$ cat src/ppf_pkg.sv
package ppf_pkg;
  // Pin vector layout: P80..P82, P90..P97, PA0..PA7, PB0..PB7, PC6..PC7
  localparam int PIN_N = 29;
  localparam int P8_BASE = 0;
  localparam int P9_BASE = 3;
  localparam int PA_BASE = 11;
  localparam int PB_BASE = 19;
  localparam int PC_BASE = 27;
  localparam int PS2_LINES = 6;
  localparam int PS2_FIRST = 2;
  // Input synchroniser depth
  localparam int SYNC_STAGES = 2;
  // Prescaler code that picks external clock D
  localparam logic [2:0] PRESCALE_EXT_D = 3'h7;
  // Reset values
  localparam logic [PIN_N-1:0] PIN_RST = 29'h0000000;
  localparam logic IDLE_ACT_LOW = 1'h1;
  localparam logic IDLE_ACT_HIGH = 1'h0;
endpackage : ppf_pkg

$ cat src/ppf_pin_if.sv
`timescale 1ns/1ps
interface ppf_pin_if;
  import ppf_pkg::*;
  // Raw pin levels and their synchronised copies
  logic [PIN_N-1:0] pinRaw;
  logic [PIN_N-1:0] pinSync;
  modport mux (output pinRaw, input pinSync);
  modport sync (input pinRaw, output pinSync);
endinterface : ppf_pin_if

$ cat src/ppf_pin_mux.sv
`timescale 1ns/1ps
// What this block does
// P82 is clock-run sideband when any host-bus or flash/fifo enable set.
// P81 drives gate-A20 when its enable is 1, else port pin.
// P80 drives power-event output when its enable is 1, else port pin.
// P97 is I2C0 data, drives low only; port output drives both levels.
// P97 feeds interrupt 15 when pin-select 0 and enable 1.
// P96 outputs system clock with direction 1, else sub-clock or port in.
// P95-P93 feed irq 14-12, P92-P90 feed irq 0-2 when enabled.
// PA7-PA2 are open-drain PS/2 lines when keyboard I/O enabled.
// PA7-PA0 feed key-sense inputs 15-8 when mask bit is 0.
// PA1/PA0 are open-drain I2C1 clock/data when channel enabled.
// PB7: flash slave select, else request-to-send, else port pin.
// PB5: flash data input, else data-terminal-ready, else port pin.
// PB6: flash clock out; clear-to-send input with fifo on, select 0.
// PB4: flash data out; data-set-ready input with fifo on, select 0.
// PB3 drives PWM1 with direction and enable; carrier-detect samples pin.
// PB2 drives PWM0 when enabled, count modes 0; ring sense samples.
// PB1 drives system-control interrupt when its enable is 1.
// PB0 drives system-management interrupt when its enable is 1.
// PC7 drives timer2 B on output setting; ext clock D on code 7/phase.
// PC7 feeds timer2 capture B in normal or phase mode with top bit.
// PC6 drives timer2 A on output setting; feeds capture A likewise.
// PC7/PC6 feed wake-up inputs 15/14 when mask bit is 0.
// Port mode: direction 0 is input, 1 drives the port data latch.
module ppf_pin_mux
  import ppf_pkg::*;
(
  input wire logic ref_clk,
  input wire logic rst,
  // Pads
  input wire logic [PIN_N-1:0] pinIn,
  output logic [PIN_N-1:0] pinOut_ff,
  output logic [PIN_N-1:0] pinOe_ff,
  // Port data latch, direction and read-back
  input wire logic [PIN_N-1:0] portData,
  input wire logic [PIN_N-1:0] portDir,
  output logic [PIN_N-1:0] portRead_ff,
  // Host bus sideband
  input wire logic flashIfHostEnable,
  input wire logic serialFifoEnable,
  input wire logic hostChanAEnable,
  input wire logic hostChan4Enable,
  input wire logic [2:0] hostChanEnable,
  output logic hostBusAnyEnable_ff,
  input wire logic clockRunOut,
  input wire logic clockRunOe,
  output logic clockRunIn_ff,
  input wire logic gateA20Enable,
  input wire logic gateA20Out,
  input wire logic powerEventEnable,
  input wire logic powerEventOut,
  input wire logic sysCtrlIrqEnable,
  input wire logic sysCtrlIrqOut,
  input wire logic sysMgmtIrqEnable,
  input wire logic sysMgmtIrqOut,
  // I2C channels
  input wire logic [1:0] i2cBusEnable,
  input wire logic i2c0DataLevel,
  input wire logic i2c1ClockLevel,
  input wire logic i2c1DataLevel,
  output logic i2c0DataLine_ff,
  output logic i2c1ClockLine_ff,
  output logic i2c1DataLine_ff,
  // External interrupts
  input wire logic [3:0] irqPinSelect,
  input wire logic [3:0] irqHighEnable,
  input wire logic [2:0] irqLowEnable,
  output logic [3:0] irqHighIn_ff,
  output logic [2:0] irqLowIn_ff,
  // Clock pin
  input wire logic sysClockLevel,
  input wire logic extSubclockSelect,
  input wire logic extSubclockEnable,
  output logic extSubclockIn_ff,
  // Keyboard
  input wire logic keyboardIoEnable,
  input wire logic [PS2_LINES-1:0] ps2LineLevel,
  input wire logic [7:0] keyIrqMaskBit,
  output logic [7:0] keySenseInput_ff,
  // Flash interface
  input wire logic flashIfEnable,
  input wire logic flashIfSlaveSelect,
  input wire logic flashIfClockOut,
  input wire logic flashIfDataOut,
  output logic flashIfDataIn_ff,
  // Serial modem lines
  input wire logic serialFifoOutSel1,
  input wire logic serialFifoOutSel0,
  input wire logic extSerialSelect,
  input wire logic requestToSend,
  input wire logic dataTermReady,
  output logic clearToSend_ff,
  output logic dataSetReady_ff,
  output logic carrierDetect_ff,
  output logic ringIndicator_ff,
  // PWM
  input wire logic pwmCh1OutEnable,
  input wire logic pwmCh0OutEnable,
  input wire logic pwm01CountModeA,
  input wire logic pwm01CountModeB,
  input wire logic pwmCh1Out,
  input wire logic pwmCh0Out,
  // Timer channel 2
  input wire logic timer2OutSetA,
  input wire logic timer2OutSetB,
  input wire logic timer2OutA,
  input wire logic timer2OutB,
  input wire logic timer2NormalMode,
  input wire logic timer2PhaseMode,
  input wire logic [2:0] timerPrescaleSelect,
  input wire logic timer2AIoCtrlTop,
  input wire logic timer2BIoCtrlTop,
  output logic timer2IoA_ff,
  output logic timer2IoB_ff,
  output logic timerExtClockD_ff,
  // Wake-up events 15/14
  input wire logic [1:0] wakeupMask,
  output logic [1:0] wakeupInput_ff
);

  // Pad bundle shared with the synchroniser
  ppf_pin_if pins ();

  // Synchronised pad levels
  logic [PIN_N-1:0] s;
  logic [PIN_N-1:0] nxtOut;
  logic [PIN_N-1:0] nxtOe;
  logic hostBusAny;
  logic fifoOutEnable;
  logic pwm0OutEnable;

  // Pads enter through the synchroniser
  assign pins.pinRaw = pinIn;
  assign s = pins.pinSync;

  ppf_pin_sync uSync (
    .ref_clk(ref_clk),
    .rst(rst),
    .pins(pins.sync)
  );

  // Combined enables
  assign hostBusAny = flashIfHostEnable | serialFifoEnable |
    hostChanAEnable | hostChan4Enable | (|hostChanEnable);
  assign fifoOutEnable = (serialFifoEnable & serialFifoOutSel1 &
    serialFifoOutSel0 | serialFifoEnable & serialFifoOutSel0) &
    extSerialSelect;
  assign pwm0OutEnable = pwmCh0OutEnable & ~pwm01CountModeA &
    ~pwm01CountModeB;

  // Output drive per pin
  always_comb begin
    nxtOe = portDir;
    nxtOut = portData;
    // Port 8
    if (hostBusAny) begin
      nxtOe[P8_BASE+2] = clockRunOe;
      nxtOut[P8_BASE+2] = clockRunOut;
    end
    if (gateA20Enable) begin
      nxtOe[P8_BASE+1] = 1'h1;
      nxtOut[P8_BASE+1] = gateA20Out;
    end
    if (powerEventEnable) begin
      nxtOe[P8_BASE] = 1'h1;
      nxtOut[P8_BASE] = powerEventOut;
    end
    // Port 9
    // Open drain: enable only for a low level, else pull-up
    if (i2cBusEnable[0]) begin
      nxtOe[P9_BASE+7] = ~i2c0DataLevel;
      nxtOut[P9_BASE+7] = 1'h0;
    end
    if (portDir[P9_BASE+6]) begin
      nxtOe[P9_BASE+6] = 1'h1;
      nxtOut[P9_BASE+6] = sysClockLevel;
    end
    // Port A
    // PS/2 lines are open drain like the I2C pins
    for (int k = 0; k < PS2_LINES; k++) begin
      if (keyboardIoEnable) begin
        nxtOe[PA_BASE+PS2_FIRST+k] = ~ps2LineLevel[k];
        nxtOut[PA_BASE+PS2_FIRST+k] = 1'h0;
      end
    end
    if (i2cBusEnable[1]) begin
      nxtOe[PA_BASE+1] = ~i2c1ClockLevel;
      nxtOut[PA_BASE+1] = 1'h0;
      nxtOe[PA_BASE] = ~i2c1DataLevel;
      nxtOut[PA_BASE] = 1'h0;
    end
    // Port B, flash interface first
    // Flash wins over the modem outputs on PB7 and PB5
    if (flashIfEnable) begin
      nxtOe[PB_BASE+7] = 1'h1;
      nxtOut[PB_BASE+7] = flashIfSlaveSelect;
      nxtOe[PB_BASE+6] = 1'h1;
      nxtOut[PB_BASE+6] = flashIfClockOut;
      nxtOe[PB_BASE+5] = 1'h0;
      nxtOut[PB_BASE+5] = 1'h0;
      nxtOe[PB_BASE+4] = 1'h1;
      nxtOut[PB_BASE+4] = flashIfDataOut;
    end else if (fifoOutEnable) begin
      nxtOe[PB_BASE+7] = 1'h1;
      nxtOut[PB_BASE+7] = requestToSend;
      nxtOe[PB_BASE+5] = 1'h1;
      nxtOut[PB_BASE+5] = dataTermReady;
    end
    // PWM replaces the value only; enable stays with direction
    if (portDir[PB_BASE+3] && pwmCh1OutEnable) begin
      nxtOut[PB_BASE+3] = pwmCh1Out;
    end
    if (portDir[PB_BASE+2] && pwm0OutEnable) begin
      nxtOut[PB_BASE+2] = pwmCh0Out;
    end
    if (sysCtrlIrqEnable) begin
      nxtOe[PB_BASE+1] = 1'h1;
      nxtOut[PB_BASE+1] = sysCtrlIrqOut;
    end
    if (sysMgmtIrqEnable) begin
      nxtOe[PB_BASE] = 1'h1;
      nxtOut[PB_BASE] = sysMgmtIrqOut;
    end
    // Port C, timer channel 2 outputs
    if (timer2OutSetB) begin
      nxtOe[PC_BASE+1] = 1'h1;
      nxtOut[PC_BASE+1] = timer2OutB;
    end
    if (timer2OutSetA) begin
      nxtOe[PC_BASE] = 1'h1;
      nxtOut[PC_BASE] = timer2OutA;
    end
  end

  // Pad drive registers
  always_ff @(posedge ref_clk or posedge rst) begin
    if (rst) begin
      pinOut_ff <= PIN_RST;
      pinOe_ff <= PIN_RST;
      portRead_ff <= PIN_RST;
      hostBusAnyEnable_ff <= IDLE_ACT_HIGH;
    end else begin
      pinOut_ff <= nxtOut;
      pinOe_ff <= nxtOe;
      portRead_ff <= s;
      hostBusAnyEnable_ff <= hostBusAny;
    end
  end

  // Host bus and I2C inputs, idle high when not selected
  always_ff @(posedge ref_clk or posedge rst) begin
    if (rst) begin
      clockRunIn_ff <= IDLE_ACT_LOW;
      i2c0DataLine_ff <= IDLE_ACT_LOW;
      i2c1ClockLine_ff <= IDLE_ACT_LOW;
      i2c1DataLine_ff <= IDLE_ACT_LOW;
    end else begin
      clockRunIn_ff <= hostBusAny ? s[P8_BASE+2] : IDLE_ACT_LOW;
      i2c0DataLine_ff <= i2cBusEnable[0] ? s[P9_BASE+7] : IDLE_ACT_LOW;
      i2c1ClockLine_ff <= i2cBusEnable[1] ? s[PA_BASE+1] : IDLE_ACT_LOW;
      i2c1DataLine_ff <= i2cBusEnable[1] ? s[PA_BASE] : IDLE_ACT_LOW;
    end
  end

  // External interrupt and key-sense inputs
  always_ff @(posedge ref_clk or posedge rst) begin
    if (rst) begin
      irqHighIn_ff <= 4'hf;
      irqLowIn_ff <= 3'h7;
      keySenseInput_ff <= 8'hff;
    end else begin
      // Irq 12 to 14 from P93 to P95
      for (int k = 0; k < 3; k++) begin
        irqHighIn_ff[k] <= (!irqPinSelect[k] && irqHighEnable[k]) ?
          s[P9_BASE+3+k] : IDLE_ACT_LOW;
      end
      // Irq 15 shares P97 with I2C channel 0 data
      irqHighIn_ff[3] <= (!irqPinSelect[3] && irqHighEnable[3]) ?
        s[P9_BASE+7] : IDLE_ACT_LOW;
      // Irq 0 to 2 from P92 down to P90
      for (int k = 0; k < 3; k++) begin
        irqLowIn_ff[k] <= irqLowEnable[k] ?
          s[P9_BASE+2-k] : IDLE_ACT_LOW;
      end
      for (int k = 0; k < 8; k++) begin
        keySenseInput_ff[k] <= keyIrqMaskBit[k] ?
          IDLE_ACT_LOW : s[PA_BASE+k];
      end
    end
  end

  // Sub-clock input on P96
  // Only while the pin is not driving the system clock
  always_ff @(posedge ref_clk or posedge rst) begin
    if (rst) begin
      extSubclockIn_ff <= IDLE_ACT_HIGH;
    end else begin
      extSubclockIn_ff <= (!portDir[P9_BASE+6] && !extSubclockSelect &&
        extSubclockEnable) ? s[P9_BASE+6] : IDLE_ACT_HIGH;
    end
  end

  // Flash data and modem status inputs on port B
  always_ff @(posedge ref_clk or posedge rst) begin
    if (rst) begin
      flashIfDataIn_ff <= IDLE_ACT_HIGH;
      clearToSend_ff <= IDLE_ACT_LOW;
      dataSetReady_ff <= IDLE_ACT_LOW;
      carrierDetect_ff <= IDLE_ACT_LOW;
      ringIndicator_ff <= IDLE_ACT_LOW;
    end else begin
      flashIfDataIn_ff <= flashIfEnable ? s[PB_BASE+5] : IDLE_ACT_HIGH;
      clearToSend_ff <= (serialFifoEnable && !extSerialSelect) ?
        s[PB_BASE+6] : IDLE_ACT_LOW;
      dataSetReady_ff <= (serialFifoEnable && !extSerialSelect) ?
        s[PB_BASE+4] : IDLE_ACT_LOW;
      carrierDetect_ff <= s[PB_BASE+3];
      ringIndicator_ff <= s[PB_BASE+2];
    end
  end

  // Timer channel 2 inputs and wake-up events
  always_ff @(posedge ref_clk or posedge rst) begin
    if (rst) begin
      timer2IoA_ff <= IDLE_ACT_HIGH;
      timer2IoB_ff <= IDLE_ACT_HIGH;
      timerExtClockD_ff <= IDLE_ACT_HIGH;
      wakeupInput_ff <= 2'h3;
    end else begin
      // Clock D by prescaler code or phase counting
      timerExtClockD_ff <= (timerPrescaleSelect == PRESCALE_EXT_D ||
        timer2PhaseMode) ? s[PC_BASE+1] : IDLE_ACT_HIGH;
      timer2IoB_ff <= (timer2NormalMode || (timer2PhaseMode &&
        timer2BIoCtrlTop)) ? s[PC_BASE+1] : IDLE_ACT_HIGH;
      timer2IoA_ff <= (timer2NormalMode || (timer2PhaseMode &&
        timer2AIoCtrlTop)) ? s[PC_BASE] : IDLE_ACT_HIGH;
      // Wake-up 15 on PC7, 14 on PC6
      wakeupInput_ff[1] <= wakeupMask[1] ? IDLE_ACT_LOW : s[PC_BASE+1];
      wakeupInput_ff[0] <= wakeupMask[0] ? IDLE_ACT_LOW : s[PC_BASE];
    end
  end

endmodule : ppf_pin_mux

$ cat src/ppf_pin_sync.sv
`timescale 1ns/1ps
module ppf_pin_sync
  import ppf_pkg::*;
(
  input wire logic ref_clk,
  input wire logic rst,
  ppf_pin_if.sync pins
);

  genvar i;
  // Two flip-flops per pin; first stage feeds only the second
  generate
    for (i = 0; i < PIN_N; i++) begin : gSync
      logic [SYNC_STAGES-1:0] stage_ff;
      always_ff @(posedge ref_clk or posedge rst) begin
        if (rst) begin
          stage_ff <= 2'h0;
        end else begin
          stage_ff <= {stage_ff[0], pins.pinRaw[i]};
        end
      end
      assign pins.pinSync[i] = stage_ff[SYNC_STAGES-1];
    end
  endgenerate

endmodule : ppf_pin_sync

$ cat config.mk
export PLATFORM = sky130hd
export DESIGN_NAME = ppf_pin_mux
export DESIGN_NICKNAME = d
export VERILOG_FILES = /design/src/ppf_pkg.sv /design/src/ppf_pin_if.sv /design/src/ppf_pin_mux.sv /design/src/ppf_pin_sync.sv
export SDC_FILE = /design/constraint.sdc
export NUM_CORES = 1
export LEC_CHECK = 0
export BUFFER_PORTS_ARGS = -buffer_cell sky130_fd_sc_hd__buf_2
export CORE_MARGIN = 4
export CORE_UTILIZATION = 39
export DETAILED_ROUTE_END_ITERATION = 10
export HOLD_SLACK_MARGIN = 0.05
export PLACE_DENSITY = 0.75
export SLEW_MARGIN = 5
export SYNTH_ARGS = -nofsm -noshare
export SYNTH_HDL_FRONTEND = slang
export SYNTH_SLANG_ARGS = --single-unit
export TNS_END_PERCENT = 5
$ cat constraint.sdc
create_clock -name ref_clk -period 5.29 [get_ports ref_clk]
set_input_delay 0.529 -clock ref_clk [delete_from_list [all_inputs] [get_ports ref_clk]]
set_output_delay 0.529 -clock ref_clk [all_outputs]
set_load 0.03 [all_outputs]
==> impl_results.md, run 1 <==
- Status: finished, final reports clean
- R2R Setup Slk: 4.37 ns
- Part of the cycle the worst path needs: 31.2%
- Unrepaired setup endpoints after global routing: no
- Dpl hpwl: between 8000 and 9000 um
- Critical path buffers and inverters: 1
- Clk slew on worst S/H paths: 0.07 ns
- Max Cap Viol: 0
- Mapped Cells: about 270
- Share of the yosys chip area belonging to registers: 86.3%
- Worst path slowest cell: dfstp_2
- Worst Setup SP: irqHighIn_ff[2]
- GPL Wtd Cong: 0.790
- Yosys synthesis warning count: 0
- Gr usage total: between 10 and 15%
- Worst Skew: 0.00626 ns
- Crit path max fanout: 1
- Initial core utilization: 40.2%
- Number of global-route vias before repair: 3561
- Synth area leaders: dfrtp_1, dfstp_2, mux2_2
- Avg Cell Area, Syn: ~19 um^2
- R2R Path Start: uSync.gSync[8].stage_ff[1]
- Final hold vios: 0
- Die Y: 123 um
- Maximum clock insertion buffer count: 2
- Cell area after synthesis: 5140 um^2
- Via count: 3250
- Core ar.: between 10000 and 15000 um^2
- Finish-stage setup viols: 0
- Clock root buffer: clkbuf_16
- # DRC: 0
- Post-CTS setup buffer count: 0
- Ratio of cells with drive above 1 in the final layout: 64.7%
- CP cell instances: buf_2
- H-tree depth: 4
- Pwr Density: 393 nW/um^2
- Clock Sinks: 176
- Die area: 15100 um^2
- Rows: 41
- Least-Margin Pin Slew: around 0.65 ns
- Via density: between 4 and 5
- I/O pins: 286
- Final WL: 11200 um
- Power, Total: 2.89 mW
- Nets: 744
- Yosys top cell by area: dfrtp_1
- Crit end category: primary output
- # port buffers: 284
- Maximum clock frequency: 605 MHz
- Fin Setup TNS: 0 ns
- Post-synth EDFFs: 0
- Leakage: 3.72 nW
- Min cycle time layout: 1.65 ns
- CP arrival: 1.12 ns
- Setup CP Type: flip-flop to primary output
- Ys async rst share: 100%
- Final number of max-transition violations: 0
- Top cell type's share of synthesized area: 73.6%
- CTS tree: built
- R2r endpoint: irqHighIn_ff[2]
- Yosys cell types: 25
- Die W: 123 um
- Worst setup path endpoint: irqHighIn_ff[2]
- Initial antenna violation count: 0
- Largest stage delay on the critical path: 0.52 ns
- Routed len/inst: 14.7 um
- CTS Buf Count: 17
- Hold-fix buffers, CTS: 0
- Most common cell in the netlist: dfrtp_1
- Min-Delay Path Class: primary input to async pin
- Worst-Skew Late Latency: 0.41 ns
- Worst setup SP type: flip-flop
- CP Data Required Time: 4.76 ns
- Flops & latches, synth: 176
- Largest net degree at the start of global routing: 79
- Syn Nets: 441
- Global route overflow: 0
- Path depth of the worst reg2reg path: 1
- Remaining antenna violation count: 0
- Slew headroom: a little under three fifths
- VDD IR max: around 0.21 mV
- CP top delay family: flip-flops
- Layout area overhead: 43.2%
- Antenna Cells: 0
- Worst path depth: 1
- First-pass GRT wire length: approximately 17000 um
- CTS resizes: 0
- Iteration-0 DRC Markers: between 150 and 200
- Most used DFF post-synth: dfrtp_1
- Drt first pass iters: 4
- Top cells by count, synth: dfrtp_1, dfstp_2, or2_2
sequential cells by signal, summed over array words and instances, names as in the netlist, 2 cells and up:
register	flops
wakeupInput_ff	2
keySenseInput_ff	8
portRead_ff	29
irqLowIn_ff	3
uSync.gSync.stage_ff	58
pinOut_ff	29
pinOe_ff	29
irqHighIn_ff	4
cell families after synthesis:
kind of cell,count (synthesis),share of synthesized area (%)
flip-flops,176,86.3
AND/OR/NAND/NOR,58,7.16
multiplexers,24,5.26
buffers and inverters,11,0.828
AO/OA/AOI/OAI,4,0.414
area by class of cell:
class,count,area (um^2)
flip-flops and latches,176,4440
fillers,1035,5420
multi-input cells,86,659
clock inverters,12,113
repair buffers,286,1440
clock buffers,20,457
well taps,172,215
inverters,9,38.8
cell usage in the layout (no fill, tap or decap), types with 2 or more instances in the layout:
master      Yosys  layout
inv_1           9       8
clkinvlp_4      0       2
or3b_2          3       3
or3b_1          2       2
nor2b_1        12      12
nor3_1          2       2
nor2_1          5       5
buf_2           1     284
nand2_1         3       3
or2_2          18      18
a21oi_1         3       3
mux2i_1         9       9
clkinv_2        0       3
clkinv_4        0       6
buf_4           0       2
mux2_4          3       3
mux2_2         11      11
clkbuf_8        0       2
nand2b_1        7       7
dfstp_2        25      25
dfrtp_1       151     151
clkbuf_16       0      17
per-layer routing:
metal / track usage (%) / up-vias / routed length, um
li1: - / 1478 / -
met1: 15.5 / 1566 / 3830
met2: 26.4 / 183 / 5940
met3: 6.18 / 23 / 1140
met4: 6.93 / 0 / 259
met5: 0 / - / 0
metrics by stage:
stage               cells  utilization, %  hold WS [ns]  area (um^2)  setup slack [ns]
finish                761            57.6         0.214         7350              3.64
global route          761            57.6         0.188         7350              3.59
CTS                   761            57.6         0.193         7350              3.60
detailed placement    729            53.1         0.335         6790              3.46
global placement      729            53.1         0.331         6790              3.51
floorplan             273               -         0.331         5140            0.0288
power breakdown:
| part | total [mW] | internal, mW | leakage (nW) | switching, mW |
|---|---|---|---|---|
| Clock | 1.17 | 0.674 | 0.276 | 0.491 |
| Combinational | 0.284 | 0.101 | 1.42 | 0.183 |
| Sequential | 1.44 | 1.42 | 2.03 | 0.0197 |
| Total | 2.89 | 2.20 | 3.72 | 0.693 |
how the worst min path moves through the flow:
stage                     slack (ns)                   startpoint                     endpoint
after floorplan                 0.33   uSync.gSync[0].stage_ff[1]               portRead_ff[0]
after global placement          0.33  uSync.gSync[12].stage_ff[0]  uSync.gSync[12].stage_ff[1]
after detailed placement        0.33   uSync.gSync[1].stage_ff[1]               portRead_ff[1]
after CTS                       0.19                  portData[8]                 pinOut_ff[8]
after global routing            0.19                     pinIn[7]   uSync.gSync[7].stage_ff[0]
final                           0.21                          rst                 pinOe_ff[20]
(Power assumes the default switching activity.)
==> inputs of run 2 (changes only) <==
- ABC_AREA: not set -> 1
- CORE_UTILIZATION: 39 -> 44
- PLACE_DENSITY: 0.75 -> 0.79
- clock period: 5.29 -> 1.7 ns (I/O delays scaled with it)
==> impl_results.md, run 2 <==
- Rows: 39 (was 41)
- CTS Buf Count: 17 (unchanged)
- Post-CTS setup buffer count: 0 (unchanged)
- Die W: 117 um (was 123 um)
- Halt Stage: clock tree synthesis (4_1_cts)
- Stop err: [ERROR RSZ-0060] Max buffer count reached.
- Avg Cell Area, Syn: 16.2 um^2 (was 18.8 um^2)
- Clock root buffer: clkbuf_16 (unchanged)
- Hold-fix buffers, CTS: 157 (was 0)
- Yosys top cell by area: dfrtp_1 (unchanged)
- Dpl hpwl: 8900 um (was 8730 um)
- Flops & latches, synth: 176 (unchanged)
- Top cells by count, synth: dfrtp_1, nand2_1, inv_1 (was dfrtp_1, dfstp_2, or2_2)
- H-tree depth: 4 (unchanged)
- Cell area after synthesis: 5180 um^2 (was 5140 um^2)
- Die Y: 117 um (was 123 um)
- Synth area leaders: dfrtp_1, dfstp_2, nand2_1 (was dfrtp_1, dfstp_2, mux2_2)
- Dpl cells: 747 (was 729)
- Yosys cell types: 22 (was 25)
- Most used DFF post-synth: dfrtp_1 (unchanged)
- Share of the yosys chip area belonging to registers: 85.6% (was 86.3%)
- Syn Nets: 488 (was 441)
- Status: stopped before the end (was finished, final reports clean)
- Mapped Cells: 320 (was 273)
- GPL Wtd Cong: 0.769 (was 0.790)
- I/O pins: 286 (unchanged)
- DP Area: 6810 um^2 (was 6790 um^2)
- Maximum clock insertion buffer count: 2 (unchanged)
- Initial core utilization: 45.2% (was 40.2%)
- Top cell type's share of synthesized area: 72.9% (was 73.6%)
- Ys async rst share: 100% (unchanged)
- Yosys synthesis warning count: 0 (unchanged)
- Most common cell in the netlist: dfrtp_1 (unchanged)
- # port buffers: 284 (unchanged)
- Clock Sinks: 176 (unchanged)
- CTS resizes: 0 (unchanged)
- DP Worst Slack: 0.803 ns (was 3.46 ns)
- Post-synth EDFFs: 0 (unchanged)
-- run 2: metrics by stage --
stage	hold WS [ns]	TNS, ns
3_5_place_dp	0.279	0
3_3_place_gp	0.277	0
2_1_floorplan	0.201	-109.74
-- run 2: cell families after synthesis --
group / after synthesis / share of synthesized area (%)
mux: 7 / 1.52
buf+inv: 33 / 2.56
flops: 176 / 85.6
compound gates: 19 / 2.34
simple gates: 85 / 7.97
==> inputs of run 3 (changes only) <==
- CORE_UTILIZATION: 44 -> 40
- HOLD_SLACK_MARGIN: 0.05 -> not set
- PLACE_DENSITY: 0.79 -> not set
- PLACE_DENSITY_LB_ADDON: not set -> 0.15
==> impl_results.md, run 3 <==
- R2R Path Start: uSync.gSync[10].stage_ff[1]
- Cell Count, Final, Fillers Out: 958
- VDD IR max: roughly 0.94 mV
- Die Y: 122 um (was 117 um)
- Yosys synthesis warning count: 0 (unchanged)
- Layout area overhead: 72.0%
- Iteration-0 DRC Markers: 150
- Maximum clock insertion buffer count: 2 (unchanged)
- CTS tree: built
- Min cycle time layout: 1.56 ns
- Synth area leaders: dfrtp_1, dfstp_2, nand2_1 (unchanged)
- # DRC: 0
- Fin Setup TNS: 0 ns
- Most common cell in the netlist: dfrtp_1 (unchanged)
- Status: finished, final reports clean (was stopped before the end)
- Via count: 4083
- Initial core utilization: 40.9% (was 45.2%)
- Avg Cell Area, Syn: 16.2 um^2 (unchanged)
- Crit path max fanout: 6
- Finished Cell Area: 8910 um^2
- Via density: 4.26
- R2R Setup Slk: 0.49 ns
- Top cell type's share of synthesized area: 72.9% (unchanged)
- Initial antenna violation count: 3
- GPL Wtd Cong: 0.760 (was 0.769)
- Clock root buffer: clkbuf_16 (unchanged)
- CP cell instances: dlygate4sd3_1, buf_2, nor2_1, nand2_1, o21ai_0, nand2_1, dlygate4sd3_1
- Main combinational cell family by area after synthesis: simple AND/OR/NAND/NOR gates (unchanged)
- Worst setup SP type: primary input
- Post-synthesis mux area share: 1.52% (unchanged)
- Post-Synth Adder-Cell Area: 0% (unchanged)
- Gr usage total: 19.1%
- Largest net degree at the start of global routing: 75
- Clk slew on worst S/H paths: 0.06 ns
- Post-route setup slack: between 0.1 and 0.15 ns
- Mapped Cells: 320 (unchanged)
- Finish-stage setup viols: 0
- Syn Nets: 488 (unchanged)
- Core ar.: 12700 um^2
- Least-Margin Pin Slew: around 0.42 ns
- CP Data Required Time: around 2.0 ns
- Worst path slowest cell: dlygate4sd3_1
- Share of the yosys chip area belonging to registers: 85.6% (unchanged)
- Post-Synth XOR/XNOR Area: 0% (unchanged)
- Die area: ~15000 um^2
- Yosys cell types: 22 (unchanged)
- Worst Hold Depth: 2
- Flops & latches, synth: 176 (unchanged)
- Drt first pass iters: 4
- Critical path buffers and inverters: 3
- Ys async rst share: 100% (unchanged)
- CTS Buf Count: 17 (unchanged)
- Global route overflow: 0
- Nets: 938
- Die W: 122 um (was 117 um)
- Largest stage delay on the critical path: about 0.54 ns
- WHS: 0.0113 ns
- First-pass GRT wire length: 21400 um
- R2r endpoint: irqHighIn_ff[3]
- Leakage: 4.47 nW
- Top cells by count, synth: dfrtp_1, nand2_1, inv_1 (unchanged)
- CP top delay family: buffers and inverters
- Number of global-route vias before repair: approximately 4500
- Remaining antenna violation count: 0
- Unrepaired setup endpoints after global routing: no
- Final hold vios: 0
- Routed len/inst: 14.1 um
- Final WL: 13500 um
- I/O pins: 286 (unchanged)
- Max reg flops: 58
- Final number of max-transition violations: 0
- Worst-Skew Late Latency: between 0.4 and 0.5 ns
- Clock Sinks: 176 (unchanged)
- Most used DFF post-synth: dfrtp_1 (unchanged)
- # port buffers: 284 (unchanged)
- Worst Skew: 0.00982 ns
- DP Worst Slack: 0.765 ns (was 0.803 ns)
- Hold_sp: keyboardIoEnable
- Yosys top cell by area: dfrtp_1 (unchanged)
- Post-synth EDFFs: 0 (unchanged)
- Slew headroom: between 70% and 80%
- Ratio of cells with drive above 1 in the final layout: about half
- Hold path endpoint: pinOut_ff[14]
- Most frequent cells in the layout: buf_2, dfrtp_1, dlygate4sd3_1
- Path depth of the worst reg2reg path: 3
- Post-layout utilization of the core: approximately 70%
- CP arrival: 1.86 ns
- Maximum clock frequency: 641 MHz
- Crit end category: flip-flop
- Pwr Density: roughly 1100 nW/um^2
- Top reg by flops: uSync.gSync.stage_ff
- Dpl cells: 777 (was 747)
- DP Area: 6850 um^2 (was 6810 um^2)
- Power, Total: 9.48 mW
- Simple-gate share of the synthesized area: 7.97% (unchanged)
- Setup CP Type: primary input to flip-flop
- Dpl hpwl: 8870 um (was 8900 um)
- Part of the cycle the worst path needs: 91.7%
- Commonest non-fill, non-tap cell in the layout: buf_2
- Min-Delay Path Class: primary input to flip-flop
- Compound-gate portion of the synthesized area: 2.34% (unchanged)
- Max Cap Viol: 0
- H-tree depth: 4 (unchanged)
- Cell area after synthesis: 5180 um^2 (unchanged)
- Rows: 41 (was 39)
## run 3: cell counts after synthesis
No cell type changed its count.
## run 3: worst reg2reg max path, cell delays in order, from the launching register on
cell           delay (ns)
dfrtp_1              0.40
nor2_1               0.11
nand2_1              0.06
dlygate4sd3_1        0.56
## run 3: where the power goes
part	switching (mW)	internal [mW]	leakage, nW
combinational	0.653	0.544	2.15
clock	1.53	2.26	0.288
sequential	0.0638	4.43	2.03
## run 3: per-layer routing
layer / global-route usage (%) / up-vias / share of wire (%)
li1: - / 1896 / -
met1: 19.5 / 1948 / 34
met2: 33.1 / 216 / 52
met3: 9.61 / 23 / 11
met4: 8.33 / 0 / 2.7
met5: 0 / - / 0
## run 3: worst max-delay path by stage
stage                     start           endpoint  cells past startpoint
2_1_floorplan               rst   extSubclockIn_ff                      1
3_3_place_gp                rst  wakeupInput_ff[1]                      3
3_5_place_dp                rst   carrierDetect_ff                      3
4_1_cts        serialFifoEnable        pinOe_ff[2]                      7
5_1_grt        serialFifoEnable        pinOe_ff[2]                      7
6_report       serialFifoEnable       pinOut_ff[2]                      7
## run 3: kinds of logic (layout without fill, tap and decap cells)
logic type,count (synthesis),in the layout
flip-flops,176,176
AND/OR/NAND/NOR,85,85
buffers and inverters,33,496
AO/OA/AOI/OAI,19,19
multiplexers,7,7
other,0,3
## run 3: timing repair
item,CTS,global route
gates resized for setup,0,0
hold buffers,146,0
setup buffers,0,0
endpoints found under the setup margin,0,0
hold endpoints to repair,123,0
## run 3: layout make-up
class | instances | area, um^2
Multi-Input combinational cell | 111 | 613
Inverter | 31 | 120
Fill cell | 857 | 3760
Timing Repair Buffer | 433 | 2930
Tap cell | 172 | 215
Sequential cell | 176 | 4440
Clock inverter | 11 | 130
Antenna cell | 3 | 7.51
Clock buffer | 21 | 460
